**src/pkg/late_capture_spi_pkg.sv**
```systemverilog
// constants shared by the late-capture serial master
// assumes a 20 MHz system clock; all link timing is derived from it
package late_capture_spi_pkg;

    // system clock period in picoseconds (20 MHz)
    localparam int CLK_PERIOD_PS = 50_000;

    // flash link: least high or low phase, longest period (9.998 MHz)
    localparam int FLASH_MIN_PHASE_PS = 9_000;
    localparam int FLASH_MAX_PERIOD_PS = 100_000;
    // management link: least high or low phase, longest period (9.998 MHz)
    localparam int MGMT_MIN_PHASE_PS = 11_500;
    localparam int MGMT_MAX_PERIOD_PS = 100_000;

    // least phase rounds up to whole cycles, never below one
    function automatic int ceil_cycles(input int ps);
        int c;
        c = (ps + CLK_PERIOD_PS - 1) / CLK_PERIOD_PS;
        return (c < 1) ? 1 : c;
    endfunction

    // one half period of the link clock in system cycles, fits both links
    localparam int HALF_CYC = (ceil_cycles(FLASH_MIN_PHASE_PS) > ceil_cycles(MGMT_MIN_PHASE_PS))
        ? ceil_cycles(FLASH_MIN_PHASE_PS) : ceil_cycles(MGMT_MIN_PHASE_PS);
    // longest allowed half period, rounded down
    localparam int HALF_CYC_MAX = MGMT_MAX_PERIOD_PS / (2 * CLK_PERIOD_PS);

    localparam int PH_W = 3;
    localparam logic [PH_W-1:0] PH_LAST = PH_W'(HALF_CYC - 1);

    // clock pulses per byte in each lane width
    localparam logic [3:0] SINGLE_CLKS = 4'h8;
    localparam logic [3:0] QUAD_CLKS = 4'h2;

    // link select codes
    localparam logic LINK_FLASH = 1'h0;
    localparam logic LINK_MGMT = 1'h1;

    // lane enables for the flash data lines
    localparam logic [3:0] OE_SINGLE = 4'h1;
    localparam logic [3:0] OE_QUAD = 4'hf;
    localparam logic [3:0] OE_NONE = 4'h0;

    typedef enum logic [1:0] {ST_IDLE, ST_LOW, ST_HIGH, ST_TAIL} state_t;

endpackage

```
**src/late_capture_spi_master.sv**
```systemverilog
// serial master for a flash memory (1 or 4 lanes) and a management chip
// assumes one 20 MHz clock; link data inputs arrive asynchronously from pins
//
// Contract
// - flash mode 0, capture on next launch edge
// - flash lines change on clock or select fall
// - flash clock 9.998-50.01 MHz, phases >= 9 ns
// - management link mode 0, same-edge late capture
// - management output changes on falling edges only
// - management clock 9.998-30.006 MHz, phases >= 11.5 ns
// - management input sampled on falling edge
`timescale 1ns/1ps

module late_capture_spi_master
    import late_capture_spi_pkg::*;
#(
    parameter int DATA_W = 8
)
(
    input wire logic i_clk,
    input wire logic i_rst_b,
    input wire logic i_tx_valid,
    output logic o_tx_ready,
    input wire logic [DATA_W-1:0] i_tx_data,
    input wire logic i_tx_link,
    input wire logic i_tx_quad,
    input wire logic i_tx_read,
    input wire logic i_tx_last,
    output logic o_rx_valid,
    input wire logic i_rx_ready,
    output logic [DATA_W-1:0] o_rx_data,
    output logic o_rx_link,
    output logic o_rx_last,
    output logic o_flash_link_clock,
    output logic o_flash_link_select_n,
    input wire logic [3:0] i_flash_link_data_lines,
    output logic [3:0] o_flash_link_data_lines,
    output logic [3:0] o_flash_link_data_lines_oe,
    output logic o_mgmt_link_clock,
    output logic o_mgmt_link_select_n,
    input wire logic i_mgmt_link_data_in,
    output logic o_mgmt_link_data_out
);

    state_t state_q, state_d;
    logic [PH_W-1:0] ph_q, ph_d;
    logic [3:0] bits_q, bits_d;
    logic ph_done, start, chain, load, launch, fall;
    logic hold_v_q, hold_v_d, hold_link_q, hold_quad_q, hold_read_q, hold_last_q;
    logic [DATA_W-1:0] hold_data_q, tx_sh_q, tx_next;
    logic cur_link_q, cur_quad_q, cur_read_q, cur_last_q, link_d;
    logic [4:0] sync1_q, sync2_q;
    logic st0_v_q, st0_end_q, st0_link_q, st0_quad_q, st0_last_q;
    logic st1_v_q, st1_end_q, st1_link_q, st1_quad_q, st1_last_q;
    logic [DATA_W-1:0] rx_sh_q, rx_next;
    logic push, pop, spare_v_q, spare_link_q, spare_last_q;
    logic [DATA_W-1:0] spare_data_q;
    logic [1:0] pend_q;
    logic [2:0] occ;

    // one-word holding stage on the request side
    assign hold_v_d = (hold_v_q && !load) || (i_tx_valid && o_tx_ready);

    always_ff @(posedge i_clk or negedge i_rst_b)
    begin
        if (!i_rst_b)
        begin
            hold_v_q <= 1'h0;
            o_tx_ready <= 1'h0;
            hold_data_q <= '0;
            hold_link_q <= LINK_FLASH;
            hold_quad_q <= 1'h0;
            hold_read_q <= 1'h0;
            hold_last_q <= 1'h0;
        end
        else
        begin
            hold_v_q <= hold_v_d;
            o_tx_ready <= !hold_v_d;
            if (i_tx_valid && o_tx_ready)
            begin
                hold_data_q <= i_tx_data;
                hold_link_q <= i_tx_link;
                hold_quad_q <= i_tx_quad && (i_tx_link == LINK_FLASH);
                hold_read_q <= i_tx_read;
                hold_last_q <= i_tx_last;
            end
        end
    end

    // bytes in flight plus buffered; a new byte needs a free slot at its end
    assign occ = {2'h0, o_rx_valid} + {2'h0, spare_v_q} + {1'h0, pend_q};
    assign ph_done = (ph_q == PH_LAST);
    assign start = (state_q == ST_IDLE) && hold_v_q && (occ <= 3'h1);
    // back-to-back bytes only when the next one is already here, else frame ends
    assign chain = (state_q == ST_HIGH) && ph_done && (bits_q == 4'h1) && !cur_last_q
        && hold_v_q && (occ == 3'h0) && (hold_link_q == cur_link_q);
    assign load = start || chain;
    assign link_d = load ? hold_link_q : cur_link_q;
    assign tx_next = load ? hold_data_q
        : (cur_quad_q ? {tx_sh_q[DATA_W-5:0], 4'h0} : {tx_sh_q[DATA_W-2:0], 1'h0});

    // sequencing: low half, high half, fall launches next bit
    always_comb
    begin
        state_d = state_q;
        ph_d = ph_q + PH_W'(1);
        bits_d = bits_q;
        launch = 1'h0;
        fall = 1'h0;
        case (state_q)
            ST_IDLE:
            begin
                ph_d = '0;
                if (start)
                begin
                    state_d = ST_LOW;
                    launch = 1'h1;
                end
            end
            ST_LOW:
            begin
                if (ph_done)
                begin
                    state_d = ST_HIGH;
                    ph_d = '0;
                end
            end
            ST_HIGH:
            begin
                if (ph_done)
                begin
                    fall = 1'h1;
                    ph_d = '0;
                    if (bits_q > 4'h1)
                    begin
                        bits_d = bits_q - 4'h1;
                        launch = 1'h1;
                        state_d = ST_LOW;
                    end
                    else if (chain)
                    begin
                        launch = 1'h1;
                        state_d = ST_LOW;
                    end
                    else
                        state_d = ST_TAIL; // select held one half after last fall
                end
            end
            ST_TAIL:
            begin
                if (ph_done)
                begin
                    state_d = ST_IDLE;
                    ph_d = '0;
                end
            end
            default:
            begin
                state_d = ST_IDLE;
                ph_d = '0;
            end
        endcase
        if (load)
            bits_d = hold_quad_q ? QUAD_CLKS : SINGLE_CLKS;
    end

    // engine state and current byte
    always_ff @(posedge i_clk or negedge i_rst_b)
    begin
        if (!i_rst_b)
        begin
            state_q <= ST_IDLE;
            ph_q <= '0;
            bits_q <= 4'h0;
            tx_sh_q <= '0;
            cur_link_q <= LINK_FLASH;
            cur_quad_q <= 1'h0;
            cur_read_q <= 1'h0;
            cur_last_q <= 1'h0;
        end
        else
        begin
            state_q <= state_d;
            ph_q <= ph_d;
            bits_q <= bits_d;
            if (launch)
                tx_sh_q <= tx_next;
            if (load)
            begin
                cur_link_q <= hold_link_q;
                cur_quad_q <= hold_quad_q;
                cur_read_q <= hold_read_q;
                cur_last_q <= hold_last_q;
            end
        end
    end

    // pins: clock high only in the high half, select low for the whole frame
    always_ff @(posedge i_clk or negedge i_rst_b)
    begin
        if (!i_rst_b)
        begin
            o_flash_link_clock <= 1'h0;
            o_flash_link_select_n <= 1'h1;
            o_flash_link_data_lines <= 4'h0;
            o_flash_link_data_lines_oe <= OE_NONE;
            o_mgmt_link_clock <= 1'h0;
            o_mgmt_link_select_n <= 1'h1;
            o_mgmt_link_data_out <= 1'h0;
        end
        else
        begin
            o_flash_link_clock <= (state_d == ST_HIGH) && (link_d == LINK_FLASH);
            o_mgmt_link_clock <= (state_d == ST_HIGH) && (link_d == LINK_MGMT);
            o_flash_link_select_n <= !((state_d != ST_IDLE) && (link_d == LINK_FLASH));
            o_mgmt_link_select_n <= !((state_d != ST_IDLE) && (link_d == LINK_MGMT));
            // launches happen only with a clock fall or the select fall
            if (launch && (link_d == LINK_FLASH))
            begin
                if (load ? hold_quad_q : cur_quad_q)
                begin
                    o_flash_link_data_lines <= tx_next[DATA_W-1 -: 4];
                    o_flash_link_data_lines_oe <= (load ? hold_read_q : cur_read_q)
                        ? OE_NONE : OE_QUAD;
                end
                else
                begin
                    o_flash_link_data_lines <= {3'h0, tx_next[DATA_W-1]};
                    o_flash_link_data_lines_oe <= OE_SINGLE;
                end
            end
            if (launch && (link_d == LINK_MGMT))
                o_mgmt_link_data_out <= tx_next[DATA_W-1];
        end
    end

    // two-flop synchronisers on all incoming data lines
    always_ff @(posedge i_clk or negedge i_rst_b)
    begin
        if (!i_rst_b)
        begin
            sync1_q <= 5'h00;
            sync2_q <= 5'h00;
        end
        else
        begin
            sync1_q <= {i_mgmt_link_data_in, i_flash_link_data_lines};
            sync2_q <= sync1_q;
        end
    end

    // capture strobe delayed two cycles so sync2 shows the pin at the fall;
    // this works only because the far end holds until that fall
    always_ff @(posedge i_clk or negedge i_rst_b)
    begin
        if (!i_rst_b)
        begin
            st0_v_q <= 1'h0;
            st0_end_q <= 1'h0;
            st0_link_q <= LINK_FLASH;
            st0_quad_q <= 1'h0;
            st0_last_q <= 1'h0;
            st1_v_q <= 1'h0;
            st1_end_q <= 1'h0;
            st1_link_q <= LINK_FLASH;
            st1_quad_q <= 1'h0;
            st1_last_q <= 1'h0;
        end
        else
        begin
            st0_v_q <= fall;
            st0_end_q <= fall && (bits_q == 4'h1);
            st0_link_q <= cur_link_q;
            st0_quad_q <= cur_quad_q;
            st0_last_q <= cur_last_q || !chain;
            st1_v_q <= st0_v_q;
            st1_end_q <= st0_end_q;
            st1_link_q <= st0_link_q;
            st1_quad_q <= st0_quad_q;
            st1_last_q <= st0_last_q;
        end
    end

    // single lane reads line 1, quad reads all four, management its input
    assign rx_next = (st1_link_q == LINK_MGMT) ? {rx_sh_q[DATA_W-2:0], sync2_q[4]}
        : (st1_quad_q ? {rx_sh_q[DATA_W-5:0], sync2_q[3:0]}
        : {rx_sh_q[DATA_W-2:0], sync2_q[1]});
    assign push = st1_v_q && st1_end_q;
    assign pop = o_rx_valid && i_rx_ready;

    always_ff @(posedge i_clk or negedge i_rst_b)
    begin
        if (!i_rst_b)
        begin
            rx_sh_q <= '0;
            pend_q <= 2'h0;
        end
        else
        begin
            if (st1_v_q)
                rx_sh_q <= rx_next;
            pend_q <= pend_q + {1'h0, fall && (bits_q == 4'h1)} - {1'h0, push};
        end
    end

    // two-entry receive buffer: output stage plus one spare
    always_ff @(posedge i_clk or negedge i_rst_b)
    begin
        if (!i_rst_b)
        begin
            o_rx_valid <= 1'h0;
            o_rx_data <= '0;
            o_rx_link <= LINK_FLASH;
            o_rx_last <= 1'h0;
            spare_v_q <= 1'h0;
            spare_data_q <= '0;
            spare_link_q <= LINK_FLASH;
            spare_last_q <= 1'h0;
        end
        else if (!o_rx_valid || pop)
        begin
            if (spare_v_q)
            begin
                o_rx_valid <= 1'h1;
                o_rx_data <= spare_data_q;
                o_rx_link <= spare_link_q;
                o_rx_last <= spare_last_q;
                spare_v_q <= push;
                spare_data_q <= rx_next;
                spare_link_q <= st1_link_q;
                spare_last_q <= st1_last_q;
            end
            else
            begin
                o_rx_valid <= push;
                o_rx_data <= rx_next;
                o_rx_link <= st1_link_q;
                o_rx_last <= st1_last_q;
            end
        end
        else if (push)
        begin
            spare_v_q <= 1'h1;
            spare_data_q <= rx_next;
            spare_link_q <= st1_link_q;
            spare_last_q <= st1_last_q;
        end
    end

    // checks on the pin behaviour and on the capture strobe timing
    flash_lines_edge_a: assert property (@(posedge i_clk) disable iff (!i_rst_b)
        $changed(o_flash_link_data_lines)
        |-> ($fell(o_flash_link_clock) || $fell(o_flash_link_select_n)))
        else $error("flash data changed off a falling edge");
    mgmt_dout_edge_a: assert property (@(posedge i_clk) disable iff (!i_rst_b)
        $changed(o_mgmt_link_data_out)
        |-> ($fell(o_mgmt_link_clock) || $fell(o_mgmt_link_select_n)))
        else $error("management output changed off a falling edge");
    flash_clock_rate_a: assert property (@(posedge i_clk) disable iff (!i_rst_b)
        $fell(o_flash_link_clock)
        |=> (o_flash_link_clock or (!o_flash_link_clock ##1 o_flash_link_select_n)))
        else $error("flash clock period too long");
    mgmt_high_phase_a: assert property (@(posedge i_clk) disable iff (!i_rst_b)
        $rose(o_mgmt_link_clock) |=> !o_mgmt_link_clock ##1 (o_mgmt_link_clock
        or o_mgmt_link_select_n or (!o_mgmt_link_clock ##1 o_mgmt_link_select_n)))
        else $error("management clock phase out of range");
    idle_clock_low_a: assert property (@(posedge i_clk) disable iff (!i_rst_b)
        (o_flash_link_select_n |-> !o_flash_link_clock)
        and (o_mgmt_link_select_n |-> !o_mgmt_link_clock))
        else $error("link clock high while deselected");
    select_before_clock_a: assert property (@(posedge i_clk) disable iff (!i_rst_b)
        $rose(o_flash_link_clock) |-> !$past(o_flash_link_select_n))
        else $error("flash clock rose without prior select");
    flash_late_capture_a: assert property (@(posedge i_clk) disable iff (!i_rst_b)
        $fell(o_flash_link_clock) |-> ##1 (st1_v_q && st1_link_q == LINK_FLASH))
        else $error("flash capture not tied to falling edge");
    mgmt_late_capture_a: assert property (@(posedge i_clk) disable iff (!i_rst_b)
        $fell(o_mgmt_link_clock) |-> ##1 (st1_v_q && st1_link_q == LINK_MGMT))
        else $error("management capture not tied to falling edge");
    mgmt_same_edge_a: assert property (@(posedge i_clk) disable iff (!i_rst_b)
        (st0_v_q && st0_link_q == LINK_MGMT) |-> $fell(o_mgmt_link_clock))
        else $error("management sample not on launch edge");

endmodule

```
**config.mk**
```make
export PLATFORM = sky130hd
export DESIGN_NAME = late_capture_spi_master
export DESIGN_NICKNAME = d
export VERILOG_FILES = /design/src/pkg/late_capture_spi_pkg.sv /design/src/late_capture_spi_master.sv
export SDC_FILE = /design/constraint.sdc
export NUM_CORES = 1
export LEC_CHECK = 0
export ABC_CLOCK_PERIOD_IN_PS = 3500
export BUFFER_PORTS_ARGS = -buffer_cell sky130_fd_sc_hd__buf_2
export CORE_MARGIN = 2
export CORE_UTILIZATION = 56
export DETAILED_ROUTE_END_ITERATION = 12
export GPL_TIMING_DRIVEN = 0
export PLACE_DENSITY = 0.89
export SLEW_MARGIN = 20
export SYNTH_ARGS = -nofsm -noshare
export SYNTH_HDL_FRONTEND = slang
export SYNTH_SLANG_ARGS = --single-unit
```
**constraint.sdc**
```tcl
create_clock -name i_clk -period 3.5 [get_ports i_clk]
set_input_delay 0.35 -clock i_clk [delete_from_list [all_inputs] [get_ports i_clk]]
set_output_delay 0.35 -clock i_clk [all_outputs]
set_load 0.005 [all_outputs]
```
==> key figures, run 1 <==
Outcome
  • Run status: complete, no violations

Yosys
  • Syn Inst Count: 357
  • Netlist cell types: 46
  • Sequential share of the synthesized area: 59.6%
  • Syn Nets: 387
  • EDFF count, synth: 0
  • Yosys warning count: 0
  • Yosys top cell by area: dfrtp_1
  • Share of the synthesized area in the top cell type: 58.3%
  • Top FF cell, synth: dfrtp_1
  • Mapped Avg Cell Area: 11.3 um^2
  • Asr flop ratio synth: 100%
  • Netlist Area Pre-Place: 0.00404 mm^2
  • #FFs+latches synth: 96
  • Synth top area cells: dfrtp_1 58%, a21oi_1 5.2%, mux2_2 4.7%

CTS
  • Post-CTS repair timing setup buffer count: 0
  • Clock latency on the worst-skew pair: 360 ps
  • # H-tree levels: 3
  • Longest Clk Path Bufs: 2
  • Total CTS buffers: 9
  • Clk root buf: clkbuf_8
  • # clock sinks: 96
  • TritonCTS clock tree: yes
  • Clk slew on worst S/H paths: 100 ps

STA
  • Clock Skew: 13.3 ps
  • Slew @ Worst Pin: 537 ps
  • Setup TNS: 0 ps
  • Min cycle time layout: 3160 ps
  • RSZ-0062 raised after global routing: false
  • Final period util: 90.3%
  • Count of final hold-check violations: 0
  • Final-report max-slew violation count: 0
  • Final setup violating endpoints: 0
  • Relative slew slack: 63.2%
  • FMAX: 316 MHz

Run
  • Number of max-cap violations: 0

Pwr
  • Pwr Density: 845 mW/mm^2
  • Worst vdd ir: 0.614 mV
  • Static leakage: 2.14 nW

Worst setup path
  • Crit. End Element: flip-flop
  • CP Class: flip-flop to flip-flop
  • CP max-delay cell: fa_1
  • Cell breakdown of the critical path: clkinv_1 -> clkbuf_1 -> fa_1 -> ha_1 -> nor2_1 -> nor4b_1 -> a21boi_2 -> buf_4 -> a2bb2oi_1 -> o22a_1
  • Critical path startpoint category: flip-flop
  • CP max FO: 10
  • Delay of the slowest critical-path stage: 480 ps
  • Critical path arrival: 3400 ps
  • WP data required: 3740 ps

Floorplanning
  • Die Height: 88.9 um
  • Cell Rows: 30
  • Core ar.: 0.00687 mm^2
  • Io pins: 46
  • Starting Density: 58.8%
  • Die width: 88.9 um
  • DIE AREA: 0.00790 mm^2

Layout
  • Share of cells above drive strength 1: 23.3%
  • Area growth syn-to-layout: 14.7%
  • Fillers: 516
  • Layout net count: 445
  • Ant diodes: 0
  • Non-Filler Instances: 516

Global route
  • GR Util All Layers: 21.2%
  • Aggregate global routing overflow: 0
  • Vias in the first global route: 2719
  • First-pass GRT wire length: 12600 um
  • Initial antenna violation count: 0
  • Largest net degree at the start of global routing: 74

Drt
  • WL/cell: 14.5 um
  • Initial detailed-routing violation count: 137
  • 1st-pass router iterations: 4
  • Final ANT Viol Nets: 0
  • Vias per cell: 5.40
  • Residual DRC: 0
  • Vias after detailed routing: 2787
  • Routed WL: 7470 um

Place
  • Port Buffers: 45
  • Final GP Congestion: 0.829
  • Hpwl dp: 5460 um
  • Inst Count DP: 499

Min path
  • Worst min-delay path class: input port to flip-flop
==> critical path: cells and delay by family, from the launching register on <==
kind / cells / cell delay [ps]
fa+ha+maj: 2 / 760
simple gates: 2 / 560
compound gates: 3 / 520
flops: 1 / 450
buf+inv: 3 / 740
==> final timing paths <==
path / from / slack, ps / to / cells after the start
min reg2reg: st0_last_q / 340 / st1_last_q / 0
max in group asynchronous: i_rst_b / 2460 / o_flash_link_select_n / 3
min: i_flash_link_data_lines[2] / 90 / sync1_q[2] / 1
max reg2reg: spare_v_q / 340 / o_mgmt_link_data_out / 10
min in group asynchronous: i_rst_b / 400 / o_rx_valid / 2
max: spare_v_q / 340 / o_mgmt_link_data_out / 10
==> logic make-up (layout without fill, tap and decap cells) <==
logic type | count (synthesis) | in the layout | synth area share (%)
xor gates and xnor gates | 6 | 6 | 1.30
muxes | 33 | 33 | 8.71
adders and majority gates | 9 | 9 | 2.98
DFF | 96 | 96 | 59.6
buffers and inverters | 35 | 98 | 3.75
and+or+nand+nor | 101 | 101 | 11.8
AOI/OAI and AO/OA | 77 | 77 | 11.9
==> through the flow <==
step                total power, mW  setup WS (ps)  area (um^2)  util [%]  hold WS, ps
floorplan                      2.73            770         4040         -         54.4
global placement               3.11            461         4380      63.8          332
global route                   4.22           64.2         4630      67.4         63.5
detailed placement             3.20            414         4420      64.3          218
CTS                            3.94            379         4630      67.4         71.7
finish                         3.91            340         4630      67.4         90.3
==> cell usage in the layout (no fill, tap or decap), types with 3 or more instances in the layout <==
| cell type | count |
|---|---|
| nor2b_1 | 4 |
| mux2i_1 | 16 |
| o22a_1 | 5 |
| a2bb2oi_1 | 3 |
| dfrtp_1 | 94 |
| o21ai_0 | 16 |
| a21oi_1 | 42 |
| clkbuf_1 | 14 |
| buf_4 | 3 |
| nand2b_1 | 3 |
| nand2_1 | 36 |
| nor2_1 | 40 |
| ha_1 | 8 |
| inv_1 | 14 |
| clkbuf_8 | 10 |
| nor3_1 | 5 |
| xnor2_1 | 4 |
| mux2_2 | 17 |
| buf_2 | 45 |
==> registers in the layout (all words and copies together), names as in the netlist, 5 cells and up <==
signal	flops
rx_sh_q	7
o_rx_data	8
sync1_q	5
hold_data_q	8
spare_data_q	8
sync2_q	5
tx_sh_q	7
==> report_power, final <==
group          total (mW)  internal [mW]  switching (mW)  leakage (nW)
registers            1.75           1.49           0.263          1.16
logic                1.43          0.646           0.786         0.876
clock network       0.727          0.356           0.371         0.101
==> cell type report <==
| class | instances | area (um^2) | area share [%] |
|---|---|---|---|
| Buffer | 18 | 87.6 | 1.89 |
| Clock buffer | 11 | 141 | 3.05 |
| Clock inverter | 5 | 63.8 | 1.38 |
| Inverter | 17 | 63.8 | 1.38 |
| Multi-Input combinational cell | 226 | 1480 | 32.0 |
| Sequential cell | 96 | 2400 | 51.9 |
| Tap cell | 96 | 120 | 2.59 |
| Timing Repair Buffer | 47 | 269 | 5.81 |
==> metal layers <==
layer	routed length, um	up-vias	track usage, %
met5	0	-	0
li1	-	1320	-
met4	81	0	4.41
met1	3070	1378	25.5
met3	321	7	6.83
met2	4000	82	37.5
==> timing repair <==
action / 4_1_cts / 5_1_grt
resized for setup: 0 / 0
hold buffers: 1 / 0
hold endpoints to repair: 23 / 0
==> Yosys cell counts, drive strengths merged, types with 2 or more instances <==
cell	n
dfrtp	94
a21oi	43
nor2	41
nand2	36
mux2	17
o21ai	17
inv	16
mux2i	16
clkbuf	13
ha	8
nor3	7
buf	5
o22a	5
nor2b	4
xnor2	4
a21boi	3
a2bb2oi	3
nand2b	3
dfstp	2
nand3	2
nor4	2
xor2	2
Power figures use the tool's default switching activity.
==> run 2, diff against run 1 <==
CELL_PAD_IN_SITES_DETAIL_PLACEMENT = 1   (was not set)
CELL_PAD_IN_SITES_GLOBAL_PLACEMENT = 1   (was not set)
CORE_UTILIZATION = 46   (was 56)
HOLD_SLACK_MARGIN = 0.05   (was not set)
PLACE_DENSITY = 0.91   (was 0.89)
==> key figures, run 2 (synthesis gave the netlist of run 1 again) <==
Global route
  • GR Util All Layers: 20.4%
  • Aggregate global routing overflow: 0
  • First-pass GRT wire length: 15400 um
  • Initial antenna violation count: 0
  • Vias in the first global route: 3105
  • Largest net degree at the start of global routing: 67

STA
  • Slew @ Worst Pin: 587 ps
  • FMAX: 300 MHz
  • Final period util: 95.1%
  • Worst path setup slack after routing: 171 ps
  • Worst hold slack: 83.2 ps
  • RSZ-0062 raised after global routing: false
  • Min cycle time layout: 3330 ps
  • Setup TNS: 0 ps
  • Relative slew slack: 60.9%
  • Final setup violating endpoints: 0
  • Count of final hold-check violations: 0
  • Final-report max-slew violation count: 0
  • Clock Skew: 17.5 ps

Worst setup path
  • FF-to-FF setup slack: 170 ps
  • Reg2reg start: spare_v_q
  • Delay of the slowest critical-path stage: 500 ps
  • Cell breakdown of the critical path: clkinv_1 -> clkbuf_1 -> fa_1 -> ha_1 -> nor2_1 -> or4b_4 -> o21ai_4 -> buf_2 -> o21ai_0
  • CP max-delay cell: fa_1
  • WP data required: 3740 ps
  • Critical path startpoint category: flip-flop
  • Worst setup path startpoint: spare_v_q
  • Crit. End Element: flip-flop
  • CP Class: flip-flop to flip-flop
  • Critical path arrival: 3570 ps
  • Worst r2r path cells: 9
  • CP max FO: 10

Pwr
  • Sequential share of power: 44.1%
  • Total chip power: 4.03 mW
  • Logic gate share of total power: 37.5%
  • Pwr Density: 866 mW/mm^2
  • Worst vdd ir: 0.480 mV
  • Int Power: 2.48 mW
  • Sw Ratio: 38.5%
  • Static leakage: 2.13 nW
  • Clk pwr share: 18.4%
  • Switching power: 1.55 mW

CTS
  • Longest Clk Path Bufs: 2
  • # H-tree levels: 3
  • Clk root buf: clkbuf_8
  • Clock latency on the worst-skew pair: 370 ps
  • # clock sinks: 96
  • Post-CTS repair timing setup buffer count: 0
  • TritonCTS clock tree: yes
  • Clk slew on worst S/H paths: 110 ps
  • Total CTS buffers: 9

Layout
  • Most frequent cells in the layout: 94 x dfrtp_1, 45 x buf_2, 42 x a21oi_1
  • Post-Route Utilization: 53.9%
  • Final Instance Area: 0.00465 mm^2
  • Area growth syn-to-layout: 15.2%
  • Non-Filler Instances: 528
  • Layout net count: 445
  • Most common cell after layout, fill and taps aside: dfrtp_1
  • Ant diodes: 0
  • Largest registers: hold_data_q (8), o_rx_data (8), spare_data_q (8)
  • Share of cells above drive strength 1: 23.8%

Floorplanning
  • DIE AREA: 0.00954 mm^2
  • Io pins: 46
  • Die width: 97.7 um
  • Starting Density: 46.8%
  • Die Height: 97.7 um
  • Core ar.: 0.00864 mm^2
  • Cell Rows: 34

Min path
  • Worst hold path depth: 1
  • Worst min-delay path class: input port to flip-flop
  • Hold Path Origin: i_flash_link_data_lines[2]

Place
  • Area after DPL: 0.00443 mm^2
  • Placement Setup Slack: 202 ps
  • Inst Count DP: 511
  • Final GP Congestion: 0.823
  • Hpwl dp: 6730 um
  • Port Buffers: 45

Drt
  • Routed WL: 9160 um
  • Residual DRC: 0
  • Final ANT Viol Nets: 0
  • Vias after detailed routing: 2836
  • Initial detailed-routing violation count: 77
  • WL/cell: 17.4 um
  • Vias per cell: 5.37
  • 1st-pass router iterations: 4

Run
  • Number of max-cap violations: 0

Outcome
  • Run status: complete, no violations
[run 2: worst max-delay path: cells and delay by family (launching register included)]
| kind | cells | cell delay, ps |
|---|---|---|
| fa+ha+maj | 2 | 820 |
| compound gates | 2 | 390 |
| buf+inv | 3 | 850 |
| simple gates | 2 | 660 |
| flops | 1 | 460 |
[run 2: power by group through the flow]
stage	Sequential [mW]	Combinational, mW	Clock, mW
3_3_place_gp	1.76	1.37	0
6_report	1.78	1.51	0.743
3_5_place_dp	1.80	1.49	0
5_1_grt	1.82	1.67	0.799
2_1_floorplan	1.72	1.01	0
4_1_cts	1.78	1.52	0.755
[run 2: what timing repair did]
action                                 CTS  global route
setup endpoints to repair                0             3
endpoints found under the hold margin   30             0
hold buffers                             1             0
gates resized for setup                  0             1
[run 2: final timing paths]
kind	end
min in group asynchronous	o_rx_last
hold / removal	sync1_q[2]
setup reg to reg	tx_sh_q[6]
setup / recovery	tx_sh_q[6]
hold reg to reg	st1_link_q
max in group asynchronous	o_mgmt_link_select_n
[run 2: final cells by class]
| cell class | count | area (um^2) |
|---|---|---|
| clock buffers | 9 | 124 |
| multi-input cells | 226 | 1490 |
| inverters | 17 | 63.8 |
| plain buffers | 18 | 87.6 |
| repair buffers | 47 | 269 |
| well taps | 108 | 135 |
| flip-flops and latches | 96 | 2400 |
| clock inverters | 7 | 80.1 |
| fillers | 939 | 3980 |
[run 2: layer usage]
layer	vias up	routed length, um	GRT usage [%]
met5	-	0	0
met4	0	63	3.31
met3	8	274	4.82
met2	44	5270	38.8
met1	1468	3560	23.5
li1	1316	-	-
==> run 3, diff against run 2 <==
CORE_UTILIZATION = 40   (was 46)
PLACE_DENSITY = 0.82   (was 0.91)
==> key figures, run 3 (synthesis gave the netlist of run 1 again) <==
Outcome
  • Run status: complete, no violations

Drt
  • WL/cell: 15.1 um
  • 1st-pass router iterations: 5
  • Residual DRC: 0
  • Final ANT Viol Nets: 0
  • Initial detailed-routing violation count: 72
  • Routed WL: 8360 um
  • Vias per cell: 4.99
  • Vias after detailed routing: 2754

STA
  • Slew @ Worst Pin: 599 ps
  • Count of final hold-check violations: 0
  • FMAX: 310 MHz
  • RSZ-0062 raised after global routing: false
  • Worst path setup slack after routing: 279 ps
  • Final period util: 92.0%
  • Min cycle time layout: 3220 ps
  • Clock Skew: 11.1 ps
  • Setup TNS: 0 ps
  • Relative slew slack: 60.0%
  • Worst hold slack: 102 ps
  • Final-report max-slew violation count: 0
  • Final setup violating endpoints: 0

Layout
  • Ant diodes: 0
  • Layout net count: 445
  • Area growth syn-to-layout: 16.6%
  • Largest registers: hold_data_q (8), o_rx_data (8), spare_data_q (8)
  • Non-Filler Instances: 552
  • Most frequent cells in the layout: 94 x dfrtp_1, 45 x buf_2, 42 x a21oi_1
  • Most common cell after layout, fill and taps aside: dfrtp_1
  • Share of cells above drive strength 1: 22.9%

CTS
  • Clock latency on the worst-skew pair: 350 ps
  • # H-tree levels: 3
  • Post-CTS resize count: 0
  • Hold Buf Count CTS: 1
  • Clk root buf: clkbuf_8
  • # clock sinks: 96
  • Longest Clk Path Bufs: 2
  • TritonCTS clock tree: yes
  • Total CTS buffers: 9
  • Clk slew on worst S/H paths: 90 ps
  • Post-CTS repair timing setup buffer count: 0

Floorplanning
  • DIE AREA: 0.0109 mm^2
  • Die Height: 104 um
  • Core ar.: 0.00977 mm^2
  • Starting Density: 41.3%
  • Io pins: 46
  • Die width: 104 um
  • Cell Rows: 36

Global route
  • Met3 Track Usage GR: 4.01%
  • GR peak layer: met2
  • First-pass GRT wire length: 14300 um
  • Met1 Use GR: 20.2%
  • Largest net degree at the start of global routing: 84
  • Aggregate global routing overflow: 0
  • GR Util All Layers: 16.3%
  • Initial antenna violation count: 0
  • Vias in the first global route: 2909
  • Met2 GRT Util: 29.0%

Worst setup path
  • Delay of the slowest critical-path stage: 490 ps
  • RR Endpoint: o_mgmt_link_data_out
  • Critical path arrival: 3460 ps
  • Cell breakdown of the critical path: clkinv_1 -> clkbuf_1 -> fa_1 -> ha_1 -> nor2_1 -> nor4b_1 -> a21boi_2 -> buf_4 -> a2bb2oi_1 -> o22a_1
  • CP max FO: 10
  • Critical path's top delay family: adder cells
  • FF-to-FF setup slack: 280 ps
  • Crit. End Element: flip-flop
  • CP max-delay cell: fa_1
  • WP data required: 3740 ps
  • CP Class: flip-flop to flip-flop
  • Reg2reg start: spare_v_q
  • Critical path startpoint category: flip-flop
  • Worst r2r path cells: 10
  • Number of buffer and inverter stages on the critical path: 3

Pwr
  • Static leakage: 2.15 nW
  • Worst vdd ir: 0.457 mV
  • Pwr Density: 860 mW/mm^2
  • Total chip power: 4.05 mW

Place
  • Port Buffers: 45
  • Placement Setup Slack: 306 ps
  • Inst Count DP: 536
  • Hpwl dp: 6110 um
  • Final GP Congestion: 0.775

Min path
  • Worst hold path depth: 1
  • Hold Path Origin: i_mgmt_link_data_in
  • Worst min-delay path class: input port to flip-flop
  • Hold Path Sink: sync1_q[4]

Run
  • Number of max-cap violations: 0
-- run 3: changes by cell type in the layout (fill, tap and decap cells not counted) --
cell        delta
clkbuf_1       +2
nor4b_1        +1
clkbuf_8       +1
bufinv_16      +2
clkinvlp_4     -4
inv_8          -1
nor4b_2        -1
inv_6          -1
-- run 3: per-layer routing --
metal	vias up	part of all wire [%]
met1	1374	43
met5	-	0
met3	4	3.8
met4	0	0.55
li1	1320	-
met2	56	53
-- run 3: metrics by stage --
step           util, %  area, um^2
2_1_floorplan        -        4040
3_3_place_gp      45.3        4430
3_5_place_dp      45.7        4460
4_1_cts           48.2        4710
5_1_grt           48.2        4710
6_report          48.2        4710
-- run 3: worst max path at each step --
stage,startpoint,endpoint,slack (ps),cells past startpoint
final,spare_v_q,o_mgmt_link_data_out,280,10
after global routing,spare_v_q,o_mgmt_link_data_out,20,10
after CTS,spare_v_q,o_mgmt_link_data_out,280,10
after detailed placement,spare_v_q,o_mgmt_link_data_out,310,10
after global placement,spare_v_q,o_flash_link_data_lines[2],420,10
after floorplan,spare_v_q,o_flash_link_data_lines[2],770,10
-- run 3: power breakdown --
part | switching [mW] | total, mW | internal (mW)
Combinational | 0.789 | 1.44 | 0.647
Sequential | 0.273 | 1.76 | 1.49
Clock | 0.356 | 0.847 | 0.492
Total | 1.42 | 4.05 | 2.63
-- run 3: cell type report --
cell class / instances / area [um^2]
Buffer: 18 / 87.6
Clock buffer: 12 / 145
Clock inverter: 3 / 90.1
Fill cell: 1097 / 5070
Inverter: 17 / 63.8
Multi-Input combinational cell: 226 / 1480
Sequential cell: 96 / 2400
Tap cell: 133 / 166
Timing Repair Buffer: 47 / 269
